**config.mk**
```make
export PLATFORM = sky130hd
export DESIGN_NAME = rdsw_top
export DESIGN_NICKNAME = d
export VERILOG_FILES = /design/src/design/rdsw_pkg.sv /design/src/design/rdsw_lfsr.sv /design/src/design/rdsw_top.sv
export VERILOG_INCLUDE_DIRS = /design/src /design/src/design
export SDC_FILE = /design/constraint.sdc
export NUM_CORES = 2
export LEC_CHECK = 0
export BUFFER_PORTS_ARGS = -buffer_cell sky130_fd_sc_hd__buf_2
export CORE_ASPECT_RATIO = 1.75
export CORE_UTILIZATION = 45
export CTS_BUF_LIST = sky130_fd_sc_hd__clkbuf_4 sky130_fd_sc_hd__clkbuf_8
export CTS_CLUSTER_DIAMETER = 150
export DETAILED_ROUTE_END_ITERATION = 12
export GPL_TIMING_DRIVEN = 0
export PLACE_DENSITY = 0.67
export SLEW_MARGIN = 20
export SYNTH_ARGS = -nofsm -noshare
export SYNTH_HDL_FRONTEND = slang
export SYNTH_SLANG_ARGS = --single-unit
```
**constraint.sdc**
```tcl
create_clock -name i_sys_clk -period 10.3 [get_ports i_sys_clk]
set_input_delay 2.06 -clock i_sys_clk [delete_from_list [all_inputs] [get_ports i_sys_clk]]
set_output_delay 2.06 -clock i_sys_clk [all_outputs]
set_load 0.01 [all_outputs]
```
**src/design/rdsw_params.svh**
```systemverilog
`ifndef RDSW_PARAMS_SVH
`define RDSW_PARAMS_SVH

// register byte addresses
`define RDSW_ADDR_CTRL     8'h00
`define RDSW_ADDR_MAX_ON   8'h04
`define RDSW_ADDR_MAX_OFF  8'h08
`define RDSW_ADDR_TIMEBASE 8'h0C
`define RDSW_ADDR_STATUS   8'h10
`define RDSW_ADDR_ELAPSED  8'h14
`define RDSW_ADDR_TARGET   8'h18

// control fields
`define RDSW_CTRL_RETAIN   0
`define RDSW_CTRL_ON_EXT   1
`define RDSW_CTRL_OFF_EXT  2

// reset values
`define RDSW_MAX_ON_RST    16'h000A
`define RDSW_MAX_OFF_RST   16'h000A
`define RDSW_LFSR_SEED     24'h5A5A5A

// time base: one tick of elapsed time
`define RDSW_CLK_PERIOD_NS 10
`define RDSW_TICK_NS       10000000
`define RDSW_TICK_CYCLES   (`RDSW_TICK_NS / `RDSW_CLK_PERIOD_NS)

// axi responses
`define RDSW_RESP_OKAY     2'h0
`define RDSW_RESP_SLVERR   2'h2

`endif

```
**src/design/rdsw_pkg.sv**
```systemverilog
`default_nettype none
`include "rdsw_params.svh"

package rdsw_pkg;

  typedef enum logic [1:0] {
    RDSW_IDLE     = 2'b00,
    RDSW_ON_WAIT  = 2'b01,
    RDSW_OFF_WAIT = 2'b10
  } rdsw_mode_t;

  typedef struct packed {
    logic        gate_s1;
    logic        gate_s2;
    logic        gate_d;
    logic        pwr_s1;
    logic        pwr_s2;
    logic        pwr_d;
    rdsw_mode_t  mode;
    logic        sw;
    logic [15:0] elapsed;
    logic [15:0] target;
    logic [23:0] pre_cnt;
    rdsw_mode_t  sv_mode;
    logic        sv_sw;
    logic [15:0] sv_elapsed;
    logic [15:0] sv_target;
    logic [2:0]  ctrl;
    logic [15:0] max_on;
    logic [15:0] max_off;
    logic [23:0] prescale;
    logic        aw_got;
    logic [7:0]  aw_addr;
    logic        w_got;
    logic [31:0] wdata;
    logic [3:0]  wstrb;
    logic        awready;
    logic        wready;
    logic        bvalid;
    logic [1:0]  bresp;
    logic        arready;
    logic        rvalid;
    logic [31:0] rdata;
    logic [1:0]  rresp;
  } rdsw_state_t;

endpackage : rdsw_pkg
`default_nettype wire

```
**src/design/rdsw_lfsr.sv**
```systemverilog
`timescale 1ns/10ps
`default_nettype none
`include "rdsw_params.svh"

module rdsw_lfsr #(
  parameter int WIDTH = 24
) (
  input  wire logic        i_sys_clk,
  input  wire logic        i_reset_n,
  output var  logic [15:0] o_value
);

  logic [23:0] lfsr;

  if (WIDTH != 24)
  begin : g_width_check
    $error("rdsw_lfsr: taps are fixed for WIDTH 24");
  end

  // free running, never stalls, so the draw depends on when the edge arrives
  always_ff @(posedge i_sys_clk or negedge i_reset_n)
  begin
    if (!i_reset_n)
      lfsr <= `RDSW_LFSR_SEED;
    else
      lfsr <= {lfsr[22:0], lfsr[23] ^ lfsr[22] ^ lfsr[21] ^ lfsr[16]};
  end

  // upper bits of a nonzero state still span 0000 to FFFF
  assign o_value = lfsr[23:8];

endmodule : rdsw_lfsr
`default_nettype wire

```
**src/design/rdsw_top.sv**
```systemverilog
// Notes on behaviour
// - gate rising edge starts an on-delay drawn at random from zero to max_on_delay
// - output sets when on-delay elapses, only if gate stayed high throughout
// - gate falling during on-delay clears elapsed time; output is not set
// - gate falling edge starts an off-delay drawn at random from zero to max_off_delay
// - output clears when off-delay elapses, only if gate stayed low throughout
// - gate rising during off-delay clears elapsed time; output stays unchanged
// - retention restores output and elapsed time after power return, else defaults
// - either maximum may come from another block's live value instead of its writable register
`timescale 1ns/10ps
`default_nettype none
`include "rdsw_params.svh"

module rdsw_top
  import rdsw_pkg::*;
#(
  parameter int TICK_CYCLES = `RDSW_TICK_CYCLES
) (
  input  wire logic        i_sys_clk,
  input  wire logic        i_reset_n,
  input  wire logic        i_gate,
  input  wire logic        i_power_ok,
  input  wire logic [15:0] i_ext_max_on,
  input  wire logic [15:0] i_ext_max_off,
  output var  logic        o_switch,
  output var  logic [15:0] o_elapsed_time,
  input  wire logic [7:0]  i_awaddr,
  input  wire logic        i_awvalid,
  output var  logic        o_awready,
  input  wire logic [31:0] i_wdata,
  input  wire logic [3:0]  i_wstrb,
  input  wire logic        i_wvalid,
  output var  logic        o_wready,
  output var  logic [1:0]  o_bresp,
  output var  logic        o_bvalid,
  input  wire logic        i_bready,
  input  wire logic [7:0]  i_araddr,
  input  wire logic        i_arvalid,
  output var  logic        o_arready,
  output var  logic [31:0] o_rdata,
  output var  logic [1:0]  o_rresp,
  output var  logic        o_rvalid,
  input  wire logic        i_rready
);

  rdsw_state_t r;
  rdsw_state_t next_r;
  logic [15:0] rand_value;

  if (TICK_CYCLES < 1 || TICK_CYCLES > 24'hFFFFFF)
  begin : g_tick_check
    $error("rdsw_top: TICK_CYCLES must fit 1 to 2**24-1");
  end

  rdsw_lfsr #(
    .WIDTH (24)
  ) rdsw_lfsr_i (
    .i_sys_clk (i_sys_clk),
    .i_reset_n (i_reset_n),
    .o_value   (rand_value)
  );

  function automatic logic addr_ok(input logic [7:0] a);
    addr_ok = (a == `RDSW_ADDR_CTRL) || (a == `RDSW_ADDR_MAX_ON) || (a == `RDSW_ADDR_MAX_OFF)
           || (a == `RDSW_ADDR_TIMEBASE) || (a == `RDSW_ADDR_STATUS)
           || (a == `RDSW_ADDR_ELAPSED) || (a == `RDSW_ADDR_TARGET);
  endfunction : addr_ok

  function automatic logic [31:0] merge(input logic [31:0] old, input logic [31:0] d, input logic [3:0] s);
    logic [31:0] m;
    m = old;
    for (int b = 0; b < 4; b++)
    begin
      if (s[b])
        m[b*8 +: 8] = d[b*8 +: 8];
    end
    merge = m;
  endfunction : merge

  // product of draw and (max + 1), top half gives 0..max inclusive
  function automatic logic [15:0] scale(input logic [15:0] rv, input logic [15:0] mx);
    logic [32:0] p;
    p = {17'h00000, rv} * {16'h0000, ({1'b0, mx} + 17'h00001)};
    scale = p[31:16];
  endfunction : scale

  logic        pwr_fall;
  logic        pwr_rise;
  logic        gate_rise;
  logic        gate_fall;
  logic        tick;
  logic [15:0] lim_on;
  logic [15:0] lim_off;
  logic [23:0] pre_top;
  logic [31:0] wmerged;

  always_comb
  begin
    next_r    = r;
    pwr_fall  = r.pwr_d & ~r.pwr_s2;
    pwr_rise  = ~r.pwr_d & r.pwr_s2;
    gate_rise = r.pwr_s2 & r.pwr_d & r.gate_s2 & ~r.gate_d;
    gate_fall = r.pwr_s2 & r.pwr_d & ~r.gate_s2 & r.gate_d;
    lim_on    = r.ctrl[`RDSW_CTRL_ON_EXT] ? i_ext_max_on : r.max_on;
    lim_off   = r.ctrl[`RDSW_CTRL_OFF_EXT] ? i_ext_max_off : r.max_off;
    pre_top   = (r.prescale == 24'h000000) ? 24'h000000 : r.prescale - 24'h000001;
    tick      = (r.pre_cnt >= pre_top);
    wmerged   = 32'h00000000;

    next_r.gate_s1 = i_gate;
    next_r.gate_s2 = r.gate_s1;
    next_r.gate_d  = r.gate_s2;
    next_r.pwr_s1  = i_power_ok;
    next_r.pwr_s2  = r.pwr_s1;
    next_r.pwr_d   = r.pwr_s2;

    // time base runs only while powered
    if (!r.pwr_s2 || tick)
      next_r.pre_cnt = 24'h000000;
    else
      next_r.pre_cnt = r.pre_cnt + 24'h000001;

    if (pwr_fall)
    begin
      // snapshot what an always-on store would keep, then drop the output
      next_r.sv_mode    = r.mode;
      next_r.sv_sw      = r.sw;
      next_r.sv_elapsed = r.elapsed;
      next_r.sv_target  = r.target;
      next_r.sw         = 1'b0;
    end
    else if (pwr_rise)
    begin
      if (r.ctrl[`RDSW_CTRL_RETAIN])
      begin
        next_r.mode    = r.sv_mode;
        next_r.sw      = r.sv_sw;
        next_r.elapsed = r.sv_elapsed;
        next_r.target  = r.sv_target;
      end
      else
      begin
        next_r.mode    = RDSW_IDLE;
        next_r.sw      = 1'b0;
        next_r.elapsed = 16'h0000;
        next_r.target  = 16'h0000;
      end
    end
    else if (gate_rise)
    begin
      next_r.mode    = RDSW_ON_WAIT;
      next_r.target  = scale(rand_value, lim_on);
      next_r.elapsed = 16'h0000;
    end
    else if (gate_fall)
    begin
      next_r.mode    = RDSW_OFF_WAIT;
      next_r.target  = scale(rand_value, lim_off);
      next_r.elapsed = 16'h0000;
    end
    else if (r.pwr_s2)
    begin
      case (r.mode)
        RDSW_ON_WAIT:
        begin
          if (r.elapsed >= r.target)
          begin
            next_r.sw   = 1'b1;
            next_r.mode = RDSW_IDLE;
          end
          else if (tick)
            next_r.elapsed = r.elapsed + 16'h0001;
        end
        RDSW_OFF_WAIT:
        begin
          if (r.elapsed >= r.target)
          begin
            next_r.sw   = 1'b0;
            next_r.mode = RDSW_IDLE;
          end
          else if (tick)
            next_r.elapsed = r.elapsed + 16'h0001;
        end
        RDSW_IDLE:
          next_r.mode = RDSW_IDLE;
        default:
          next_r.mode = RDSW_IDLE;
      endcase
    end

    // write channels are taken independently, in either order or in the same cycle, answered after both
    next_r.awready = ~r.aw_got & ~r.bvalid;
    next_r.wready  = ~r.w_got & ~r.bvalid;
    if (r.awready && i_awvalid)
    begin
      next_r.aw_got  = 1'b1;
      next_r.aw_addr = i_awaddr;
      next_r.awready = 1'b0;
    end
    if (r.wready && i_wvalid)
    begin
      next_r.w_got  = 1'b1;
      next_r.wdata  = i_wdata;
      next_r.wstrb  = i_wstrb;
      next_r.wready = 1'b0;
    end
    if (r.aw_got && r.w_got && !r.bvalid)
    begin
      next_r.aw_got = 1'b0;
      next_r.w_got  = 1'b0;
      next_r.bvalid = 1'b1;
      next_r.bresp  = addr_ok(r.aw_addr) ? `RDSW_RESP_OKAY : `RDSW_RESP_SLVERR;
      case (r.aw_addr)
        `RDSW_ADDR_CTRL:
        begin
          wmerged     = merge({29'h00000000, r.ctrl}, r.wdata, r.wstrb);
          next_r.ctrl = wmerged[2:0];
        end
        `RDSW_ADDR_MAX_ON:
        begin
          wmerged       = merge({16'h0000, r.max_on}, r.wdata, r.wstrb);
          next_r.max_on = wmerged[15:0];
        end
        `RDSW_ADDR_MAX_OFF:
        begin
          wmerged        = merge({16'h0000, r.max_off}, r.wdata, r.wstrb);
          next_r.max_off = wmerged[15:0];
        end
        `RDSW_ADDR_TIMEBASE:
        begin
          wmerged         = merge({8'h00, r.prescale}, r.wdata, r.wstrb);
          next_r.prescale = wmerged[23:0];
        end
        default:
          wmerged = 32'h00000000;
      endcase
    end
    if (r.bvalid && i_bready)
    begin
      next_r.bvalid  = 1'b0;
      next_r.awready = 1'b1;
      next_r.wready  = 1'b1;
    end

    next_r.arready = ~r.rvalid & ~r.arready;
    if (r.arready && i_arvalid)
    begin
      next_r.arready = 1'b0;
      next_r.rvalid  = 1'b1;
      next_r.rresp   = addr_ok(i_araddr) ? `RDSW_RESP_OKAY : `RDSW_RESP_SLVERR;
      case (i_araddr)
        `RDSW_ADDR_CTRL:     next_r.rdata = {29'h00000000, r.ctrl};
        `RDSW_ADDR_MAX_ON:   next_r.rdata = {16'h0000, r.max_on};
        `RDSW_ADDR_MAX_OFF:  next_r.rdata = {16'h0000, r.max_off};
        `RDSW_ADDR_TIMEBASE: next_r.rdata = {8'h00, r.prescale};
        `RDSW_ADDR_STATUS:   next_r.rdata = {27'h0000000, r.pwr_s2, r.mode, r.gate_s2, r.sw};
        `RDSW_ADDR_ELAPSED:  next_r.rdata = {16'h0000, r.elapsed};
        `RDSW_ADDR_TARGET:   next_r.rdata = {16'h0000, r.target};
        default:             next_r.rdata = 32'h00000000;
      endcase
    end
    else if (r.arready)
      next_r.arready = 1'b1;
    if (r.rvalid && i_rready)
    begin
      next_r.rvalid  = 1'b0;
      next_r.arready = 1'b1;
    end
  end

  always_ff @(posedge i_sys_clk or negedge i_reset_n)
  begin
    if (!i_reset_n)
    begin
      r          <= '0;
      r.mode     <= RDSW_IDLE;
      r.sv_mode  <= RDSW_IDLE;
      r.max_on   <= `RDSW_MAX_ON_RST;
      r.max_off  <= `RDSW_MAX_OFF_RST;
      r.prescale <= 24'(TICK_CYCLES);
    end
    else
      r <= next_r;
  end

  assign o_switch       = r.sw;
  assign o_elapsed_time = r.elapsed;
  assign o_awready      = r.awready;
  assign o_wready       = r.wready;
  assign o_bresp        = r.bresp;
  assign o_bvalid       = r.bvalid;
  assign o_arready      = r.arready;
  assign o_rdata        = r.rdata;
  assign o_rresp        = r.rresp;
  assign o_rvalid       = r.rvalid;

endmodule : rdsw_top
`default_nettype wire

```
# [Yosys cells after proc, flatten, opt, wreduce, memory -nomap -nowiden]
# Index checks and enable logic that the tools add are counted.
[totals] ff_bits=270 inputBits=93 output_inout_bits=58 wordCells=171
[classes] addsub=5 order_cmp=2 n_mul=2 n_reduce_logical=46 n_bitwise=23 mux=36 n_eq_ne=20
[ops] op="one-hot mux 24 bit (7 select lines)" n=1
[ops] op="two-way mux 35 bit" n=3
[ops] op="two-way mux 16 bit" n=6
[ops] op="multiplier 16 x 17 -> 32 bit" n=2
[ops] op="equality test 8 x 5 -> 1 bit, second input constant" n=6
[ops] op="two-way mux 24 bit" n=2
[ops] op="two-way mux 37 bit" n=1
[ops] op="adder 16 x 1 -> 17 bit, second input constant" n=2
[ops] op="one-hot mux 17 bit (2 select lines)" n=1
[ops] op="equality test 8 x 4 -> 1 bit, second input constant" n=4
[ops] op="two-way mux 32 bit" n=1
[ops] op="AND reduction 3 bit" n=9
[ops] op="adder 24 x 1 -> 24 bit, second input constant" n=1
[ops] op="greater-or-equal comparator 24 bit" n=1
[ops] op="logical NOT 24 bit" n=1
[ops] op="subtractor 24 x 1 -> 24 bit, second input constant" n=1
[ops] op="two-way mux 19 bit" n=1
[ops] op="adder 16 x 1 -> 16 bit, second input constant" n=1
[ops] op="equality test 8 x 3 -> 1 bit, second input constant" n=2
[ops] op="greater-or-equal comparator 16 bit" n=1
[ops] op="logical NOT 8 bit" n=2
[ops] op="logical OR 1 bit" n=13
[ops] op="two-way mux 3 bit" n=4
[ops] op="AND 1 bit" n=10
[ops] op="other kinds (20)" n=58

# [Logic depth before layout (Yosys ltp)]
[depth] ltp_word=11 depth_mapped=35 ltp_nobuf=31

# [Cells and area by module]
# A second synthesis with hierarchy kept.
[hier_totals] hier_cells=3198 area_unflattened_um2=30469.2
[modules_own_cells] mod="rdsw_top" cells_each=3155 seq_area_each_um2=5694.2 n_inst=1 area_each_um2=29707.2
[modules_own_cells] mod="rdsw_lfsr" cells_each=43 seq_area_each_um2=615.6 n_inst=1 area_each_um2=762.0

# [Worst setup path before layout]
# No wires, ideal clock.
[synth_timing] kind="input to register" from="input port i_ext_max_off[0]" to="register r[213] in the netlist's numbering" arrival_ns=9.352 stages=30 t_required_ns=10.158 setup_slack_ns=0.806 n_path_buf=1 cell_sequence="mux2i_1 -> inv_2 -> ha_1 -> nand4b_1 -> a22oi_1 -> nand2_1 -> a2111oi_0 -> nand2_1 -> xor2_1 -> mux2i_1 -> buf_2 -> nand2_1 -> fa_1 -> fa_1 -> fa_1 -> inv_1 -> fa_1 -> fa_1 -> inv_1 -> fa_1 -> inv_1 -> ha_1 -> and3_1 -> o21a_1 -> a2111oi_0 -> nor2_1 -> a41oi_1 -> mux2i_1 -> o31ai_1 -> a32oi_1"
[synth_via] elab_chain_cells=6
[synth_lines] item="start: declaration" line_no="rdsw_top.sv:24" text="input wire logic [15:0] i_ext_max_off,"
[synth_lines] item="two-way mux 16 bit" line_no="rdsw_top.sv:105" text="lim_off = r.ctrl[`RDSW_CTRL_OFF_EXT] ? i_ext_max_off : r.max_off;"
[synth_lines] item="adder 16 x 1 -> 17 bit" line_no="rdsw_top.sv:83" text="p = {17'h00000, rv} * {16'h0000, ({1'b0, mx} + 17'h00001)};"
[synth_lines] item="multiplier 16 x 17 -> 32 bit" line_no="rdsw_top.sv:83"
[synth_lines] item="two-way mux 16 bit" line_no="rdsw_top.sv:155" text="else if (gate_fall)"
[synth_lines] item="two-way mux 32 bit" line_no="rdsw_top.sv:149" text="else if (gate_rise)"
[synth_lines] item="two-way mux 35 bit" line_no="rdsw_top.sv:132" text="else if (pwr_rise)"
[synth_lines] item="end signal: assignment" line_no="rdsw_top.sv:283" text="r <= next_r;"
[synth_lines] item="end: declaration" line_no="rdsw_top.sv:46" text="rdsw_state_t r;"
# No other way between the ends. The select of a mux whose other input is x is not followed.
# A chain may end at the register's enable or synchronous reset.

# [Worst setup path in the final report]
# Same ends and word-level chain as after synthesis.

==> impl_metrics.json <==
{
  "status": "completed",
  "grt_pass1_wl_um": 154000,
  "cts.path.max_buffers": 3,
  "irDropWorstVdd_v": 0.000157,
  "synth-seq-cells": 251,
  "max_stage_delay_ns": 0.62,
  "ios": 151,
  "drtIter0Drc": 1727,
  "cp_data_arrival_time_ns": 10.57,
  "combPwrFrac_pct": 33.9,
  "cpMaxStageDelayCell": "fa_1",
  "coreArea_um2": 67500,
  "cap_violations": 0,
  "finalSetupViolations": 0,
  "critPathBufInv": 6,
  "path_common_cell": "fa_1",
  "cts_sinks": 251,
  "cp-end-kind": "register",
  "p_sw_w": 0.00137,
  "yosys_most_used_dff": "dfrtp_1",
  "synth_warnings": 0,
  "max_slew_margin_pct": 21.1,
  "crit_required_ns": 10.76,
  "hold_class": "register to register",
  "die_w_um": 200,
  "fin_cells": 4346,
  "row_count": 126,
  "cp_top_family": "adder cells",
  "period_share_pct": 98.2,
  "drtAntennaViolNets": 0,
  "maxSlewViolCount": 0,
  "routed-via-count": 24500,
  "nFillCells": 6552,
  "pwr_density_cell_nw_per_um2": 104,
  "worstSetupPathType": "primary input to register",
  "synthTopCellsByArea": "fa_1, dfrtp_1, ha_1",
  "syn_area_um2": 30700,
  "post_dp_cell_area_um2": 32700,
  "synthTopCellsByCount": "inv_1, fa_1, nand2_1, and2_1, ha_1",
  "post_drt_wl_per_cell_um": 23.1,
  "ys_async_sr_fraction_pct": 100,
  "grt_pass1_vias": 26700,
  "internal_power_w": 0.00216,
  "drive_above_1_share_pct": 14.0,
  "finalWirelength_um": 100000,
  "dp_cells": 4266,
  "fmax_ghz": 0.0989,
  "fin_area_um2": 33900,
  "drc": 0,
  "place_congestion": 1.03,
  "vias_per_cell": 5.64,
  "yosysTopAreaCellShare_pct": 26.8,
  "cts_hold_buf": 0,
  "setup_ws_ns": 0.188,
  "hpwl_um": 81600,
  "die_h_um": 348,
  "pre_cts_slack_ns": -1.98,
  "worst_pin_slew_ns": 1.18,
  "total_leakage_power_nw": 16.9,
  "power.total_w": 0.00353,
  "port_buffers": 131,
  "synth_area_per_cell_um2": 9.53,
  "cts_max_level": 2,
  "nets": 4164,
  "cts_tree": "yes",
  "fin_skew_ns": 0.0504,
  "synth_seq_area_share_pct": 20.5,
  "seqPwrFrac_pct": 37.1,
  "syn_to_final_growth_pct": 10.2,
  "start_util_pct": 45.6,
  "rrSetupSlack_ns": 0.44,
  "grt.total_usage_pct": 30.2,
  "cts_made_buffers": 41,
  "p_sw_share_pct": 38.9,
  "die-area_um2": 69400,
  "timing_hold_violations_final": 0,
  "path_clk_slew_ns": 0.06,
  "clkPwrFrac_pct": 28.9,
  "grt-ovfl-total": 0,
  "syn_inst": 3227,
  "synth-edff-count": 0,
  "crit_fanout": 10,
  "grt_max_degree": 96,
  "crit_path_start_kind": "primary input",
  "synthDistinctLibCells": 77,
  "antenna_found_initial": 3,
  "cts-root-buf": "clkbuf_8",
  "firstDrtPassIters": 8,
  "clkLatencyLatePin_ns": 0.65,
  "synth_most_common_cell": "inv_1",
  "synth.largest_area_cell": "fa_1",
  "fin_crit_ns": 10.11,
  "cts_setup_buffers": 0
}
state kept, by name (all words and copies together), names as in the netlist:
register          flops
r                   175
o_rdata              24
rdsw_lfsr_i.lfsr     24
o_elapsed_time       16
next_r                4
o_arready             1
o_awready             1
o_bresp               1
o_bvalid              1
o_rresp               1
o_rvalid              1
o_switch              1
o_wready              1
final timing paths:
check,cells after the start,from,to
setup / recovery,29,i_ext_max_off[0],r[213]
hold / removal,0,next_r[241],next_r[240]
setup reg to reg,31,r[145],r[213]
hold reg to reg,0,next_r[241],next_r[240]
max in group asynchronous,4,i_reset_n,rdsw_lfsr_i.lfsr[6]
min in group asynchronous,2,i_reset_n,r[149]
area by class of cell:
type | count | area, um^2 | area share, %
buffer | 193 | 946 | 2.79
clock inverter | 10 | 125 | 0.369
timing repair buffer | 134 | 748 | 2.21
inverter | 489 | 1840 | 5.42
tap | 896 | 1120 | 3.31
sequential | 251 | 6310 | 18.6
clock buffer | 66 | 827 | 2.44
antenna | 5 | 12.5 | 0.0369
multi-input combinational | 2302 | 21900 | 64.8
worst register-to-register path: cells and delay by family (launching register included):
family	cells	cell delay, ns
AO/OA/AOI/OAI	7	2.37
XOR/XNOR	1	0.31
adder cells (fa/ha/maj)	8	3.70
buffers and inverters	8	1.71
flip-flops	1	0.32
multiplexers	2	0.41
AND/OR/NAND/NOR	5	0.88
logic make-up (layout without fill, tap and decap cells):
logic type	Yosys count	count (layout)	synth area share [%]
AO/OA/AOI/OAI	365	365	8.39
XOR/XNOR	104	104	2.96
adder cells (fa/ha/maj)	659	659	36.9
buffers and inverters	683	892	9.01
flip-flops	251	251	20.5
multiplexers	164	164	5.88
other	1	15	0.0122
AND/OR/NAND/NOR	1000	1000	16.3
through the flow:
| step | hold slack (ns) | util, % | setup TNS [ns] |
|---|---|---|---|
| 6_report | 0.349 | 50.2 | 0 |
| 5_1_grt | 0.361 | 50.2 | -0.000358 |
| 4_1_cts | 0.352 | 50.0 | 0 |
| 3_5_place_dp | 0.336 | 48.4 | -19.56 |
| 3_3_place_gp | 0.331 | 48.2 | -22.00 |
| 2_1_floorplan | 0.331 | - | 0 |
placed cells by master (no fill, tap or decap), types with 12 or more instances in the layout:
cell	count
and3_1	19
clkbuf_8	53
xnor2_1	55
o211ai_1	13
buf_4	53
o21ai_0	40
a222oi_1	14
fa_1	412
inv_1	487
ha_1	247
a211oi_1	13
a31oi_1	12
a21oi_1	73
buf_2	138
nand4_1	26
nor2b_1	20
o21a_1	14
nor2_1	106
a2bb2oi_1	14
nand3b_1	14
a22oi_1	38
clkbuf_4	13
clkbuf_1	119
a22o_1	16
a21o_1	27
nor3_1	21
nand3_1	45
xor2_1	44
mux2_2	131
dfstp_2	23
and2_1	263
dfrtp_1	228
nand2_1	409
nand2b_1	23
mux2i_1	28
layer usage:
metal | share of wire (%) | global-route usage (%)
met5 | 0.013 | 0
met4 | 11 | 28.2
met3 | 5.6 | 4.75
met2 | 51 | 53.0
met1 | 32 | 29.8
power groups by stage:
stage	Combinational [W]	Sequential (W)	Clock (W)
after floorplan	0.000807	0.00124	0
final	0.00120	0.00131	0.00102
after CTS	0.00119	0.00131	0.00104
after global placement	0.00115	0.00132	0
after global routing	0.00132	0.00132	0.00107
after detailed placement	0.00118	0.00132	0
timing repair:
action	in CTS	in global routing
hold endpoints to repair	0	0
resized for setup	25	22
pin swaps	0	0
setup endpoints to repair	14	15
Note: power is estimated with default switching activity, not from simulation.
